### src/hdl/fdp_pkg.sv
// constants and types shared by the converter data port
package fdp_pkg;

   // ------------------------------------------------------------------
   // widths and sizes
   // ------------------------------------------------------------------
   localparam int BUS_W      = 10;
   localparam int FIFO_DEPTH = 32;
   localparam int DIV_W      = 8;

   // ------------------------------------------------------------------
   // timing
   // ------------------------------------------------------------------
   localparam int MCLK_PERIOD_PS = 25000;
   localparam int TURN_GAP_NS    = 50;
   // least time, rounded up to whole cycles
   localparam int TURN_GAP_CYC   =
      (TURN_GAP_NS * 1000 + MCLK_PERIOD_PS - 1) / MCLK_PERIOD_PS;
   localparam logic [DIV_W-1:0] TX_HALF_DIV_DEF = 8'h02;
   localparam logic [DIV_W-1:0] RX_HALF_DIV_DEF = 8'h02;

   // ------------------------------------------------------------------
   // interpolation codes
   // ------------------------------------------------------------------
   localparam logic [1:0] INTERP_1X = 2'h0;
   localparam logic [1:0] INTERP_2X = 2'h1;
   localparam logic [1:0] INTERP_4X = 2'h2;

   // ------------------------------------------------------------------
   // positions in the synchronised pin vector
   // ------------------------------------------------------------------
   localparam int P_LOWER  = 0;
   localparam int P_UPPER  = 10;
   localparam int P_TXPD   = 20;
   localparam int P_RXPD   = 21;
   localparam int P_ADCDIV = 22;
   localparam int P_INTERP = 24;
   localparam int P_COMPAT = 26;
   localparam int P_FD     = 27;
   localparam int P_WIDTH  = 28;
   localparam int P_ONE    = 29;
   localparam int PIN_W    = 30;

   // ------------------------------------------------------------------
   // modes and states
   // ------------------------------------------------------------------
   typedef enum logic [1:0] {
      MODE_FULL_DUPLEX   = 2'h0,
      MODE_HD_INTERLEAVE = 2'h1,
      MODE_HD_PARALLEL   = 2'h2,
      MODE_COMPAT        = 2'h3
   } mode_e;

   typedef enum logic [3:0] {
      ST_IDLE = 4'h1,
      ST_RX   = 4'h2,
      ST_TX   = 4'h4,
      ST_TURN = 4'h8
   } state_e;

endpackage : fdp_pkg

### src/hdl/flexible_converter_data_port.sv
// flexible converter data port: bus multiplexer, link clocks, receive fifo
//
// Overview of operation
// - full duplex: upper takes tx, lower drives rx
// - full duplex needs 2x or 4x interpolation
// - tx marker high is channel A, low B
// - full duplex: pin three carries tx clock
// - interleaved rx: two words per sample, alternating
// - rx indicator low for A, high for B
// - programmable divider on the adc clock
// - hd interleaved: selector tri-states the idle bus
// - hd interleaved: idle bus msb is marker
// - hd interleaved: tx on upper, rx on lower
// - half duplex: pin three follows active path
// - hd interleaved needs 2x or 4x interpolation
// - hd parallel: both buses turn together
// - hd parallel allows 1x, 2x and 4x
// - hd parallel tx: A upper, B lower
// - parallel rx: A lower, B upper
// - compat mode only by register, 2x/4x
// - compat: parallel rx, interleaved tx
// - compat rx: one word pair per clock
// - full duplex: independent rx/tx power down
// - mode inputs captured at reset release
// - width strap low parallel, high interleaved

// ----------------------------------------------------------------------
// receive fifo
// ----------------------------------------------------------------------
module fdp_fifo #(
   parameter int WIDTH = 20,
   parameter int DEPTH = 32
) (
   input  wire logic             i_clk,
   input  wire logic             i_rst,
   input  wire logic [WIDTH-1:0] i_in_data,
   input  wire logic             i_in_valid,
   output logic                  o_in_ready,
   output logic      [WIDTH-1:0] o_out_data,
   output logic                  o_out_valid,
   input  wire logic             i_out_ready
);
   localparam int AW = $clog2(DEPTH);

   typedef struct packed {
      logic [AW:0] wr_ptr;
      logic [AW:0] rd_ptr;
   } fifo_s;

   fifo_s            r;
   fifo_s            next_r;
   logic [WIDTH-1:0] mem [DEPTH];
   logic             full;
   logic             empty;
   logic             push;
   logic             pop;

   assign empty       = (r.wr_ptr == r.rd_ptr);
   assign full        = (r.wr_ptr[AW-1:0] == r.rd_ptr[AW-1:0]) &&
                        (r.wr_ptr[AW] != r.rd_ptr[AW]);
   assign o_in_ready  = !full;
   assign o_out_valid = !empty;
   assign o_out_data  = mem[r.rd_ptr[AW-1:0]];
   assign push        = i_in_valid && !full;
   assign pop         = i_out_ready && !empty;

   always_comb begin
      next_r = r;
      if (push) begin
         next_r.wr_ptr = r.wr_ptr + 1'b1;
      end
      if (pop) begin
         next_r.rd_ptr = r.rd_ptr + 1'b1;
      end
   end

   always_ff @(posedge i_clk) begin
      if (i_rst) begin
         r <= '0;
      end else begin
         r <= next_r;
      end
      if (push) begin
         mem[r.wr_ptr[AW-1:0]] <= i_in_data;
      end
   end
endmodule // fdp_fifo

// ----------------------------------------------------------------------
// data port top
// ----------------------------------------------------------------------
module flexible_converter_data_port
   import fdp_pkg::*;
#(
   parameter logic [DIV_W-1:0] TX_HALF_DIV = TX_HALF_DIV_DEF,
   parameter logic [DIV_W-1:0] RX_HALF_DIV = RX_HALF_DIV_DEF
) (
   input  wire logic             I_MCLK,
   input  wire logic             I_SYS_RST,
   input  wire logic             I_IFACE_PIN_ONE,
   input  wire logic             I_IFACE_PIN_TWO,
   output logic                  O_IFACE_PIN_TWO,
   output logic                  O_IFACE_PIN_TWO_OE_N,
   output logic                  O_IFACE_PIN_THREE,
   input  wire logic [BUS_W-1:0] I_UPPER_BUS,
   output logic      [BUS_W-1:0] O_UPPER_BUS,
   output logic      [BUS_W-1:0] O_UPPER_BUS_OE_N,
   input  wire logic [BUS_W-1:0] I_LOWER_BUS,
   output logic      [BUS_W-1:0] O_LOWER_BUS,
   output logic      [BUS_W-1:0] O_LOWER_BUS_OE_N,
   input  wire logic             I_FULL_DUPLEX_MODE,
   input  wire logic             I_COMPAT_MODE_SEL,
   input  wire logic [1:0]       I_INTERP_SEL,
   input  wire logic [1:0]       I_ADC_CLK_DIV,
   input  wire logic             I_RECEIVE_POWER_DOWN,
   input  wire logic             I_TRANSMIT_POWER_DOWN,
   input  wire logic [BUS_W-1:0] I_RX_A_DATA,
   input  wire logic [BUS_W-1:0] I_RX_B_DATA,
   input  wire logic             I_RX_VALID,
   output logic                  O_RX_READY,
   output logic      [BUS_W-1:0] O_TX_A_DATA,
   output logic      [BUS_W-1:0] O_TX_B_DATA,
   output logic                  O_TX_VALID,
   output logic      [1:0]       O_MODE,
   output logic      [1:0]       O_INTERP,
   output logic                  O_CFG_ERROR,
   output logic                  O_TX_ACTIVE
);

   // ------------------------------------------------------------------
   // types
   // ------------------------------------------------------------------
   typedef struct packed {
      logic [DIV_W-1:0] cnt;
      logic             clk;
      logic             rise;
      logic             fall;
   } div_s;

   typedef struct packed {
      logic [PIN_W-1:0] sync1;
      logic [PIN_W-1:0] sync2;
      logic             armed;
      mode_e            mode;
      logic [1:0]       interp;
      logic             cfg_err;
      state_e           st;
      logic [7:0]       gap;
      div_s             txd;
      div_s             rxd;
      logic             rx_phase_b;
      logic [BUS_W-1:0] rx_b_hold;
      logic [BUS_W-1:0] tx_a;
      logic             tx_have_a;
      logic [BUS_W-1:0] tx_out_a;
      logic [BUS_W-1:0] tx_out_b;
      logic             tx_valid;
      logic [BUS_W-1:0] up_out;
      logic [BUS_W-1:0] up_oe_n;
      logic [BUS_W-1:0] lo_out;
      logic [BUS_W-1:0] lo_oe_n;
      logic             two_out;
      logic             two_oe_n;
      logic             three_out;
   } port_s;

   // ------------------------------------------------------------------
   // functions
   // ------------------------------------------------------------------
   // width strap decode
   function automatic mode_e decode_mode(input logic fd, input logic width,
                                         input logic compat);
      mode_e m;
      if (compat) begin
         m = MODE_COMPAT;
      end else if (fd) begin
         m = MODE_FULL_DUPLEX;
      end else if (width) begin
         m = MODE_HD_INTERLEAVE;
      end else begin
         m = MODE_HD_PARALLEL;
      end
      return m;
   endfunction

   function automatic logic interp_bad(input mode_e m, input logic [1:0] ip);
      logic bad;
      bad = (ip != INTERP_1X) && (ip != INTERP_2X) && (ip != INTERP_4X);
      if ((m != MODE_HD_PARALLEL) && (ip == INTERP_1X)) begin
         bad = 1'b1;
      end
      return bad;
   endfunction

   // a stopped divider finishes its high phase before resting low
   function automatic div_s step_div(input div_s d, input logic [DIV_W-1:0] half,
                                     input logic en);
      div_s s;
      s      = d;
      s.rise = 1'b0;
      s.fall = 1'b0;
      if (en || d.clk) begin
         if (d.cnt >= half - 1'b1) begin
            s.cnt  = '0;
            s.clk  = !d.clk;
            s.rise = !d.clk;
            s.fall = d.clk;
         end else begin
            s.cnt = d.cnt + 1'b1;
         end
      end else begin
         s.cnt = '0;
      end
      return s;
   endfunction

   // ------------------------------------------------------------------
   // receive fifo
   // ------------------------------------------------------------------
   logic [2*BUS_W-1:0] fifo_data;
   logic               fifo_valid;
   logic               fifo_pop;

   fdp_fifo #(
      .WIDTH (2 * BUS_W),
      .DEPTH (FIFO_DEPTH)
   ) u_rx_fifo (
      .i_clk       (I_MCLK),
      .i_rst       (I_SYS_RST),
      .i_in_data   ({I_RX_B_DATA, I_RX_A_DATA}),
      .i_in_valid  (I_RX_VALID),
      .o_in_ready  (O_RX_READY),
      .o_out_data  (fifo_data),
      .o_out_valid (fifo_valid),
      .i_out_ready (fifo_pop)
   );

   // ------------------------------------------------------------------
   // next state
   // ------------------------------------------------------------------
   port_s r;
   port_s next_r;

   logic [PIN_W-1:0] pins;
   assign pins = {I_IFACE_PIN_ONE, I_IFACE_PIN_TWO, I_FULL_DUPLEX_MODE,
                  I_COMPAT_MODE_SEL, I_INTERP_SEL, I_ADC_CLK_DIV,
                  I_RECEIVE_POWER_DOWN, I_TRANSMIT_POWER_DOWN,
                  I_UPPER_BUS, I_LOWER_BUS};

   always_comb begin
      logic             fd;
      logic             interleave_rx;
      logic             tx_on;
      logic             rx_on;
      logic             marker;
      logic [BUS_W-1:0] up_in;
      logic [BUS_W-1:0] lo_in;
      logic [DIV_W-1:0] rx_half;

      next_r          = r;
      next_r.sync1    = pins;
      next_r.sync2    = r.sync1;
      next_r.tx_valid = 1'b0;
      fifo_pop        = 1'b0;
      up_in           = r.sync2[P_UPPER +: BUS_W];
      lo_in           = r.sync2[P_LOWER +: BUS_W];
      fd              = (r.mode == MODE_FULL_DUPLEX);
      interleave_rx   = fd || (r.mode == MODE_HD_INTERLEAVE);
      // independent power down of each path
      tx_on = r.armed && !r.cfg_err && !r.sync2[P_TXPD] &&
              (r.st != ST_TURN) && (fd || r.st == ST_TX);
      rx_on = r.armed && !r.sync2[P_RXPD] &&
              (r.st != ST_TURN) && (fd || r.st == ST_RX);
      // adc clock divided down by the programmed ratio
      rx_half         = DIV_W'(RX_HALF_DIV << r.sync2[P_ADCDIV +: 2]);
      marker          = fd ? r.sync2[P_ONE] : lo_in[BUS_W-1];

      if (!r.armed) begin
         next_r.armed   = 1'b1;
         next_r.mode    = decode_mode(r.sync2[P_FD], r.sync2[P_WIDTH],
                                      r.sync2[P_COMPAT]);
         next_r.interp  = r.sync2[P_INTERP +: 2];
         next_r.cfg_err = interp_bad(next_r.mode, next_r.interp);
         next_r.st      = ST_TURN;
         next_r.gap     = '0;
      end

      // half duplex direction follows the selector
      case (r.st)
         ST_IDLE: begin
         end
         ST_RX: begin
            if (!fd && r.sync2[P_ONE]) begin
               next_r.st  = ST_TURN;
               next_r.gap = '0;
            end
         end
         ST_TX: begin
            if (!fd && !r.sync2[P_ONE]) begin
               next_r.st  = ST_TURN;
               next_r.gap = '0;
            end
         end
         ST_TURN: begin
            // buses idle and clocks low before turning
            if (!r.txd.clk && !r.rxd.clk) begin
               next_r.gap = r.gap + 1'b1;
               if (r.gap >= 8'(TURN_GAP_CYC - 1)) begin
                  next_r.st = (!fd && r.sync2[P_ONE]) ? ST_TX : ST_RX;
               end
            end
         end
         default: begin
            next_r.st = ST_IDLE;
         end
      endcase

      // tx clock gives one rising edge per interleaved word
      next_r.txd = step_div(r.txd, TX_HALF_DIV, tx_on);
      next_r.rxd = step_div(r.rxd, rx_half, rx_on);

      // ---------------- transmit capture ----------------
      // tx words arrive on the upper bus, except hd parallel B on the lower
      if (r.txd.fall && tx_on) begin
         if (r.mode == MODE_HD_PARALLEL) begin
            next_r.tx_out_a = up_in;
            next_r.tx_out_b = lo_in;
            next_r.tx_valid = 1'b1;
         end else if (marker) begin
            next_r.tx_a      = up_in;
            next_r.tx_have_a = 1'b1;
         end else begin
            // channel B word completes the pair
            next_r.tx_out_b  = up_in;
            next_r.tx_out_a  = r.tx_a;
            next_r.tx_valid  = r.tx_have_a;
            next_r.tx_have_a = 1'b0;
         end
      end
      if (!tx_on) begin
         next_r.tx_have_a = 1'b0;
      end

      // ---------------- receive drive ----------------
      if (next_r.rxd.fall && rx_on) begin
         if (interleave_rx) begin
            if (r.rx_phase_b) begin
               next_r.lo_out     = r.rx_b_hold;
               next_r.two_out    = 1'b1;
               next_r.rx_phase_b = 1'b0;
            end else if (fifo_valid) begin
               fifo_pop          = 1'b1;
               next_r.lo_out     = fifo_data[BUS_W-1:0];
               next_r.rx_b_hold  = fifo_data[2*BUS_W-1:BUS_W];
               next_r.two_out    = 1'b0;
               next_r.rx_phase_b = 1'b1;
            end
            // upper msb mirrors the rx channel marker
            next_r.up_out = {next_r.two_out, {(BUS_W-1){1'b0}}};
         end else if (fifo_valid) begin
            fifo_pop      = 1'b1;
            next_r.lo_out = fifo_data[BUS_W-1:0];
            next_r.up_out = fifo_data[2*BUS_W-1:BUS_W];
         end
      end
      if (!rx_on) begin
         next_r.rx_phase_b = 1'b0;
      end

      // ---------------- pin directions ----------------
      next_r.up_oe_n  = '1;
      next_r.lo_oe_n  = '1;
      next_r.two_oe_n = 1'b1;
      if (r.armed && r.st != ST_TURN && r.st != ST_IDLE) begin
         if (fd) begin
            next_r.lo_oe_n  = '0;
            next_r.two_oe_n = 1'b0;
         end else if (r.st == ST_RX) begin
            next_r.lo_oe_n = '0;
            if (r.mode == MODE_HD_INTERLEAVE) begin
               next_r.up_oe_n = {1'b0, {(BUS_W-1){1'b1}}};
            end else begin
               next_r.up_oe_n = '0;
            end
         end
      end

      // pin three carries the active path clock
      next_r.three_out = (fd || r.st == ST_TX || next_r.txd.clk) ? next_r.txd.clk : next_r.rxd.clk;
   end

   // ------------------------------------------------------------------
   // state register
   // ------------------------------------------------------------------
   always_ff @(posedge I_MCLK) begin
      if (I_SYS_RST) begin
         r          <= '0;
         r.sync1    <= pins;
         r.sync2    <= r.sync1;
         r.mode     <= MODE_FULL_DUPLEX;
         r.st       <= ST_IDLE;
         r.up_oe_n  <= '1;
         r.lo_oe_n  <= '1;
         r.two_oe_n <= 1'b1;
      end else begin
         r <= next_r;
      end
   end

   // ------------------------------------------------------------------
   // outputs
   // ------------------------------------------------------------------
   assign O_UPPER_BUS          = r.up_out;
   assign O_UPPER_BUS_OE_N     = r.up_oe_n;
   assign O_LOWER_BUS          = r.lo_out;
   assign O_LOWER_BUS_OE_N     = r.lo_oe_n;
   assign O_IFACE_PIN_TWO      = r.two_out;
   assign O_IFACE_PIN_TWO_OE_N = r.two_oe_n;
   assign O_IFACE_PIN_THREE    = r.three_out;
   assign O_TX_A_DATA          = r.tx_out_a;
   assign O_TX_B_DATA          = r.tx_out_b;
   assign O_TX_VALID           = r.tx_valid;
   assign O_MODE               = r.mode;
   assign O_INTERP             = r.interp;
   assign O_CFG_ERROR          = r.cfg_err;
   assign O_TX_ACTIVE          = (r.st == ST_TX) || (r.mode == MODE_FULL_DUPLEX && r.armed);

endmodule // flexible_converter_data_port

### config.mk
export PLATFORM = sky130hd
export DESIGN_NAME = flexible_converter_data_port
export DESIGN_NICKNAME = d
export VERILOG_FILES = /design/src/hdl/fdp_pkg.sv /design/src/hdl/flexible_converter_data_port.sv
export SDC_FILE = /design/constraint.sdc
export NUM_CORES = 1
export LEC_CHECK = 0
export ABC_AREA = 1
export ABC_CLOCK_PERIOD_IN_PS = 6300
export BUFFER_PORTS_ARGS = -buffer_cell sky130_fd_sc_hd__buf_2
export CAP_MARGIN = 20
export CORE_MARGIN = 10
export CORE_UTILIZATION = 61
export DETAILED_ROUTE_END_ITERATION = 16
export MAX_ROUTING_LAYER = met4
export PLACE_DENSITY = 0.79
export REMOVE_ABC_BUFFERS = 1
export SLEW_MARGIN = 10
export SYNTH_ARGS = -nofsm -noshare
export SYNTH_HDL_FRONTEND = slang
export SYNTH_SLANG_ARGS = --single-unit
### constraint.sdc
create_clock -name I_MCLK -period 6.3 [get_ports I_MCLK]
set_clock_uncertainty 0.05 [all_clocks]
set_input_delay 0 -clock I_MCLK [delete_from_list [all_inputs] [get_ports I_MCLK]]
set_output_delay 0 -clock I_MCLK [all_outputs]
set_load 0.01 [all_outputs]
==> results of run 1 <==
==> worst max path at each step <==
| stage | slack (ns) | to |
|---|---|---|
| after global placement | 3.11 | O_LOWER_BUS[7] |
| final | 2.84 | O_TX_B_DATA[1] |
| after floorplan | -5.59 | r[75] |
| after CTS | 2.99 | O_LOWER_BUS[1] |
| after global routing | 2.68 | O_TX_B_DATA[9] |
| after detailed placement | 3.05 | O_LOWER_BUS[5] |
==> cell families (layout without fill, tap and decap cells) <==
kind of cell | count (synthesis) | in the layout | share of synthesized area [%]
DFF | 823 | 823 | 68.7
other | 1 | 10 | 0.0113
xor gates and xnor gates | 10 | 10 | 0.263
AOI/OAI and AO/OA | 341 | 341 | 5.65
buffers and inverters | 416 | 570 | 5.58
and+or+nand+nor | 1548 | 1548 | 19.2
adders and majority gates | 16 | 16 | 0.601
==> layout make-up <==
| class | count | area (um^2) |
|---|---|---|
| flip-flops and latches | 823 | 22900 |
| fillers | 3627 | 16200 |
| multi-input cells | 1923 | 8750 |
| clock buffers | 104 | 2230 |
| repair buffers | 246 | 1790 |
| well taps | 696 | 871 |
| inverters | 179 | 682 |
| clock inverters | 41 | 484 |
| diodes | 2 | 5.00 |
==> critical path, stage by stage (launching register included) <==
cell and delay [ns]:
sky130_fd_sc_hd__dfxtp_1 0.65, sky130_fd_sc_hd__inv_2 0.19, sky130_fd_sc_hd__nor2_1 0.17, sky130_fd_sc_hd__buf_4 0.32, sky130_fd_sc_hd__nor2_1 0.31, sky130_fd_sc_hd__nor2_2 0.86, sky130_fd_sc_hd__inv_2 0.40, sky130_fd_sc_hd__nor2_1 0.27
sky130_fd_sc_hd__nor2_1 0.11
==> stage by stage <==
stage	setup slack (ns)	instances	hold WS, ns
floorplan	-5.59	2925	-0.0223
global placement	3.11	3784	0.0533
detailed placement	3.05	3784	0.0537
CTS	2.99	4011	0.277
global route	2.68	4014	0.283
finish	2.84	4014	0.277
==> cell usage after synthesis, types with 4 or more instances <==
cell type / count
sky130_fd_sc_hd__buf_2: 40
sky130_fd_sc_hd__o211ai_1: 15
sky130_fd_sc_hd__ha_1: 16
sky130_fd_sc_hd__o21ai_0: 94
sky130_fd_sc_hd__xor2_1: 6
sky130_fd_sc_hd__dfxtp_1: 183
sky130_fd_sc_hd__buf_1: 31
sky130_fd_sc_hd__o221ai_1: 9
sky130_fd_sc_hd__buf_4: 64
sky130_fd_sc_hd__xnor2_1: 4
sky130_fd_sc_hd__a21oi_1: 138
sky130_fd_sc_hd__nor3_1: 12
sky130_fd_sc_hd__o31ai_1: 28
sky130_fd_sc_hd__o21ai_1: 36
sky130_fd_sc_hd__a31oi_1: 15
sky130_fd_sc_hd__nand3_1: 371
sky130_fd_sc_hd__clkbuf_1: 101
sky130_fd_sc_hd__nor2_1: 248
sky130_fd_sc_hd__inv_2: 15
sky130_fd_sc_hd__nand2_1: 898
sky130_fd_sc_hd__edfxtp_1: 640
sky130_fd_sc_hd__inv_1: 164
==> sequential cells by signal, indices dropped and copies added (netlist names), 10 cells and up, named ones only <==
signal	cells
O_TX_A_DATA	10
O_LOWER_BUS	10
u_rx_fifo.r	12
O_UPPER_BUS	10
u_rx_fifo.mem	640
r	84
O_TX_B_DATA	10
next_r	30
==> power groups by stage <==
stage          Sequential, W  Clock [W]  Combinational, W
6_report             0.00593    0.00493          0.000376
3_5_place_dp         0.00605          0          0.000322
5_1_grt              0.00594    0.00519          0.000410
3_3_place_gp         0.00605          0          0.000311
2_1_floorplan        0.00605          0          0.000152
4_1_cts              0.00593    0.00496          0.000365
==> layer usage <==
metal	vias to the layer above	track usage (%)	share of wire (%)
met2	1517	44.9	48
li1	10800	-	-
met4	0	12.3	3.9
met5	-	-	0
met3	282	6.31	11
met1	11600	36.3	37
==> what timing repair did <==
item | 4_1_cts | 5_1_grt
resized for setup | 0 | 0
hold buffers | 82 | 0
setup buffers | 0 | 0
hold endpoints to repair | 698 | 0
==> metrics.cfg, run 1 <==
[final_layout]
finish.instance_area_um2=37700
final_util_pct=69.9
most-common-layout-cells=sky130_fd_sc_hd__nand2_1, sky130_fd_sc_hd__edfxtp_1, sky130_fd_sc_hd__nand3_1
finish.net_count=3323
final_layout_size_suffix_gt1_share_pct=10.6
layout_commonest_cell=sky130_fd_sc_hd__nand2_1
area_growth_syn_to_layout_pct=13.1

[cts]
clockRootBuffer=sky130_fd_sc_hd__clkbuf_16
cts_tree=yes
clock_sinks=823
cts_inserted_buffers=81
insertion_delay_ns=0.64
worst_setup_hold_path_clk_slew_ns=0.07
ctsLongestPathBuffers=3
cts-htree-levels=3

[detailed_routing]
ant_nets=0
drt_iter0_drc=3176
routed_wl_mm=90.7
route.detailed.drc=0
routed-via-count=24200
routed_wirelength_normalized_by_instance_count_um=22.6
avgViaCountPerCell=6.03
firstDrtPassIters=8

[synth]
asyncSetResetFlopFracSynth_pct=0
top_area_cell_type_share_of_the_netlist_area_pct=57.7
synth_enable_flop_cells=640
netlist-cell-type-count=39
synth_area_per_cell_um2=10.6
yosys_warnings=0
netlist_area_um2=33300
synthTopCellsByArea=sky130_fd_sc_hd__edfxtp_1, sky130_fd_sc_hd__dfxtp_1, sky130_fd_sc_hd__nand2_1, sky130_fd_sc_hd__nand3_1, sky130_fd_sc_hd__nor2_1
synth.largest_area_cell=sky130_fd_sc_hd__edfxtp_1
synth_sequential_area_ratio_pct=68.7
ys_seq_elements=823
dominantRegCellSynth=sky130_fd_sc_hd__edfxtp_1
synthesis.instances=3155

[timing]
achievable-frequency_mhz=289
finalMaxSlewViolations=0
final.period_utilization_pct=55.0
fin_setup_tns_ns=0
timing.final.setup_violations=0
timing.max_slew.rel_slack_pct=23.8
count_of_final_hold_check_violations=0
tightestPinTransition_ns=1.14
period_minus_ws_final_ns=3.46
rsz0062_at_grt=no

[die]
die_h_um=254
io-pin-count=124
floorplan.core_area_um2=53900
start_util_pct=61.8
area_of_the_die_um2=64400
die_x_um=254
floorplan.rows=85

[min_path]
min-delay-path-class=reg2reg
hold-path-cell-count=0
min_delay_worst_endpoint=r[148]
holdCritStartpoint=next_r[148]

[critical_path]
cp-start-kind=flop
worst_r2r_endpoint=O_TX_B_DATA[1]
worst-endpoint-arrival_ns=3.93
critical_path_peak_fanout=24
criticalPathCategory=reg2reg
worst-r2r-cell-count=8
crit_required_ns=6.77
cp-end-kind=flop
timing.rr.start=O_MODE[1]
beginning_of_the_critical_path=O_MODE[1]
timing.reg2reg.setup_slack_ns=2.84

[place]
placement.cell_area_um2=34100
post-dp-hpwl_mm=48.2
finalWeightedCongestion=0.870
place.port_buffers=123

[flow_run]
max_cap_violation_count=0

[power]
p_int_w=0.00890
total_leakage_power_nw=14.7
power_frac_seq_pct=52.8
p_sw_share_pct=20.8
switching_power_w=0.00234
p_total_w=0.0112
ir_worst_vdd_v=0.000234
power.combinational.fraction_pct=3.3
power.clock.fraction_pct=43.9
power_density_over_the_cells_nw_per_um2=298

[grt]
grt_overflow_total=0
grt_pass1_vias=23600
first_pass_grt_wire_length_mm=138
globalRouteTotalUtil_pct=28.9
grt_start_max_net_pins=179
grt_antenna_before_repair=4

[status]
run_status=complete, no violations

(Power assumes the default switching activity.)
==> inputs of run 2 (changes only) <==
- ABC_CLOCK_PERIOD_IN_PS: 6300 -> 2800
- CORE_UTILIZATION: 61 -> 56
- PLACE_DENSITY: 0.79 -> 0.76
- clock period: 6.3 -> 2.8 ns (I/O delays scaled with it)
==> metrics.cfg, run 2 (synthesized netlist as in run 1, its figures left out) <==
[grt]
grt_antenna_before_repair=3
globalRouteTotalUtil_pct=25.9
first_pass_grt_wire_length_mm=137
grt_start_max_net_pins=129
grt_pass1_vias=23600
grt_overflow_total=0

[critical_path]
cp-end-kind=flop
crit_required_ns=2.99
criticalPathCategory=reg2reg
cp-start-kind=flop
critical_path_peak_fanout=20
worst-endpoint-arrival_ns=2.78

[detailed_routing]
drt_iter0_drc=3415
routed_wl_mm=90.2
avgViaCountPerCell=5.86
firstDrtPassIters=6
route.detailed.drc=0
ant_nets=0
routed-via-count=24200
routed_wirelength_normalized_by_instance_count_um=21.8

[final_layout]
layout_commonest_cell=sky130_fd_sc_hd__nand2_1
final_layout_size_suffix_gt1_share_pct=11.6
largest_register_ffs=640
most-common-layout-cells=sky130_fd_sc_hd__nand2_1, sky130_fd_sc_hd__edfxtp_1, sky130_fd_sc_hd__nand3_1
area_growth_syn_to_layout_pct=14.8
finish.net_count=3361
finish.instance_area_um2=38300

[timing]
fin_setup_tns_ns=0
rsz0062_at_grt=no
timing.final.setup_violations=0
hold_slack_ns=0.0126
timing.max_slew.rel_slack_pct=28.0
tightestPinTransition_ns=1.08
achievable-frequency_mhz=386
count_of_final_hold_check_violations=0
final.period_utilization_pct=92.6
period_minus_ws_final_ns=2.59
finalMaxSlewViolations=0

[cts]
cts-htree-levels=3
ctsLongestPathBuffers=3
cts_post_setup_buffers_inserted=0
clock_sinks=823
clockRootBuffer=sky130_fd_sc_hd__clkbuf_16
worst_setup_hold_path_clk_slew_ns=0.06
insertion_delay_ns=0.65
cts_tree=yes
cts_inserted_buffers=81

[place]
finalWeightedCongestion=0.984
place.port_buffers=123
post-dp-hpwl_mm=54.5
placement.cell_area_um2=34500

[power]
power.combinational.fraction_pct=3.7
switching_power_w=0.00541
total_leakage_power_nw=14.9
power.clock.fraction_pct=43.2
power_frac_seq_pct=53.0
p_sw_share_pct=21.5
power_density_over_the_cells_nw_per_um2=658
p_int_w=0.0198
ir_worst_vdd_v=0.000558

[status]
run_status=complete, no violations

[die]
floorplan.rows=89
floorplan.core_area_um2=59000
area_of_the_die_um2=69700
start_util_pct=56.5
die_h_um=264
die_x_um=264
io-pin-count=124

[flow_run]
max_cap_violation_count=0

[min_path]
min-delay-path-class=in2reg

==> run 2: cell types whose count changed in the layout (fill, tap and decap cells not counted), sizes merged, moves of 2 or more <==
cell / delta
clkinv: +8
buf: +42
inv: -2
dlygate4sd3: -4
clkbuf: -2
bufinv: -2
==> run 2: path summary, 6_finish.rpt <==
path                                     start               endpoint  slack (ns)  cells past startpoint
worst max register to register  u_rx_fifo.r[6]  u_rx_fifo.mem[24][11]        0.21                     12
worst min register to register     next_r[128]                 r[128]        0.27                      0
worst min-delay path            I_RX_A_DATA[4]    u_rx_fifo.mem[8][4]        0.01                      1
worst max-delay path            u_rx_fifo.r[6]  u_rx_fifo.mem[24][11]        0.21                     12
==> run 2: final cells by class <==
type	count	area, um^2
sequential	823	22900
fill	4305	20800
multi-input combinational	1923	8700
timing repair buffer	284	2340
clock buffer	102	2180
tap	773	967
inverter	179	686
clock inverter	46	494
antenna	2	5.00
==> run 2: worst max-delay path, cell delays in order (launching register included) <==
cell	delay, ns
sky130_fd_sc_hd__dfxtp_1	0.35
sky130_fd_sc_hd__inv_1	0.15
sky130_fd_sc_hd__nand2_1	0.08
sky130_fd_sc_hd__nand2_1	0.06
sky130_fd_sc_hd__a21oi_1	0.05
sky130_fd_sc_hd__nand2_1	0.07
sky130_fd_sc_hd__nor2_1	0.05
sky130_fd_sc_hd__nand2_1	0.09
sky130_fd_sc_hd__nand2_1	0.09
sky130_fd_sc_hd__inv_2	0.10
sky130_fd_sc_hd__nand2_1	0.09
sky130_fd_sc_hd__buf_12	0.16
sky130_fd_sc_hd__nor2_2	0.81
==> run 2: power groups by stage <==
stage | registers [W] | logic (W) | clock network (W)
finish | 0.0133 | 0.000943 | 0.0109
floorplan | 0.0136 | 0.000341 | 0
global route | 0.0134 | 0.00102 | 0.0115
CTS | 0.0133 | 0.000912 | 0.0110
detailed placement | 0.0136 | 0.000823 | 0
global placement | 0.0136 | 0.000806 | 0
==> run 2: timing repair <==
action	in CTS	in global routing
hold endpoints to repair	591	0
endpoints found under the setup margin	0	23
resized for setup	0	2
hold buffers	78	0
==> run 2: metal layers <==
layer	GRT usage [%]	routed length [um]	share of wire (%)	up-vias
met3	5.33	9740	11	264
li1	-	-	-	10900
met4	10.8	3710	4.1	0
met1	32.5	34100	38	11500
met5	-	0	0	-
met2	40.5	42600	47	1498
==> run 2: through the flow <==
| stage | setup WS (ns) | total power (W) | utilization [%] | std cells |
|---|---|---|---|---|
| global placement | 0.180 | 0.0144 | 58.4 | 3881 |
| detailed placement | 0.0925 | 0.0144 | 58.4 | 3881 |
| global route | 0.0278 | 0.0259 | 64.8 | 4131 |
| finish | 0.208 | 0.0252 | 64.8 | 4132 |
| CTS | 0.0796 | 0.0252 | 64.2 | 4107 |
| floorplan | -9.09 | 0.0140 | - | 2925 |
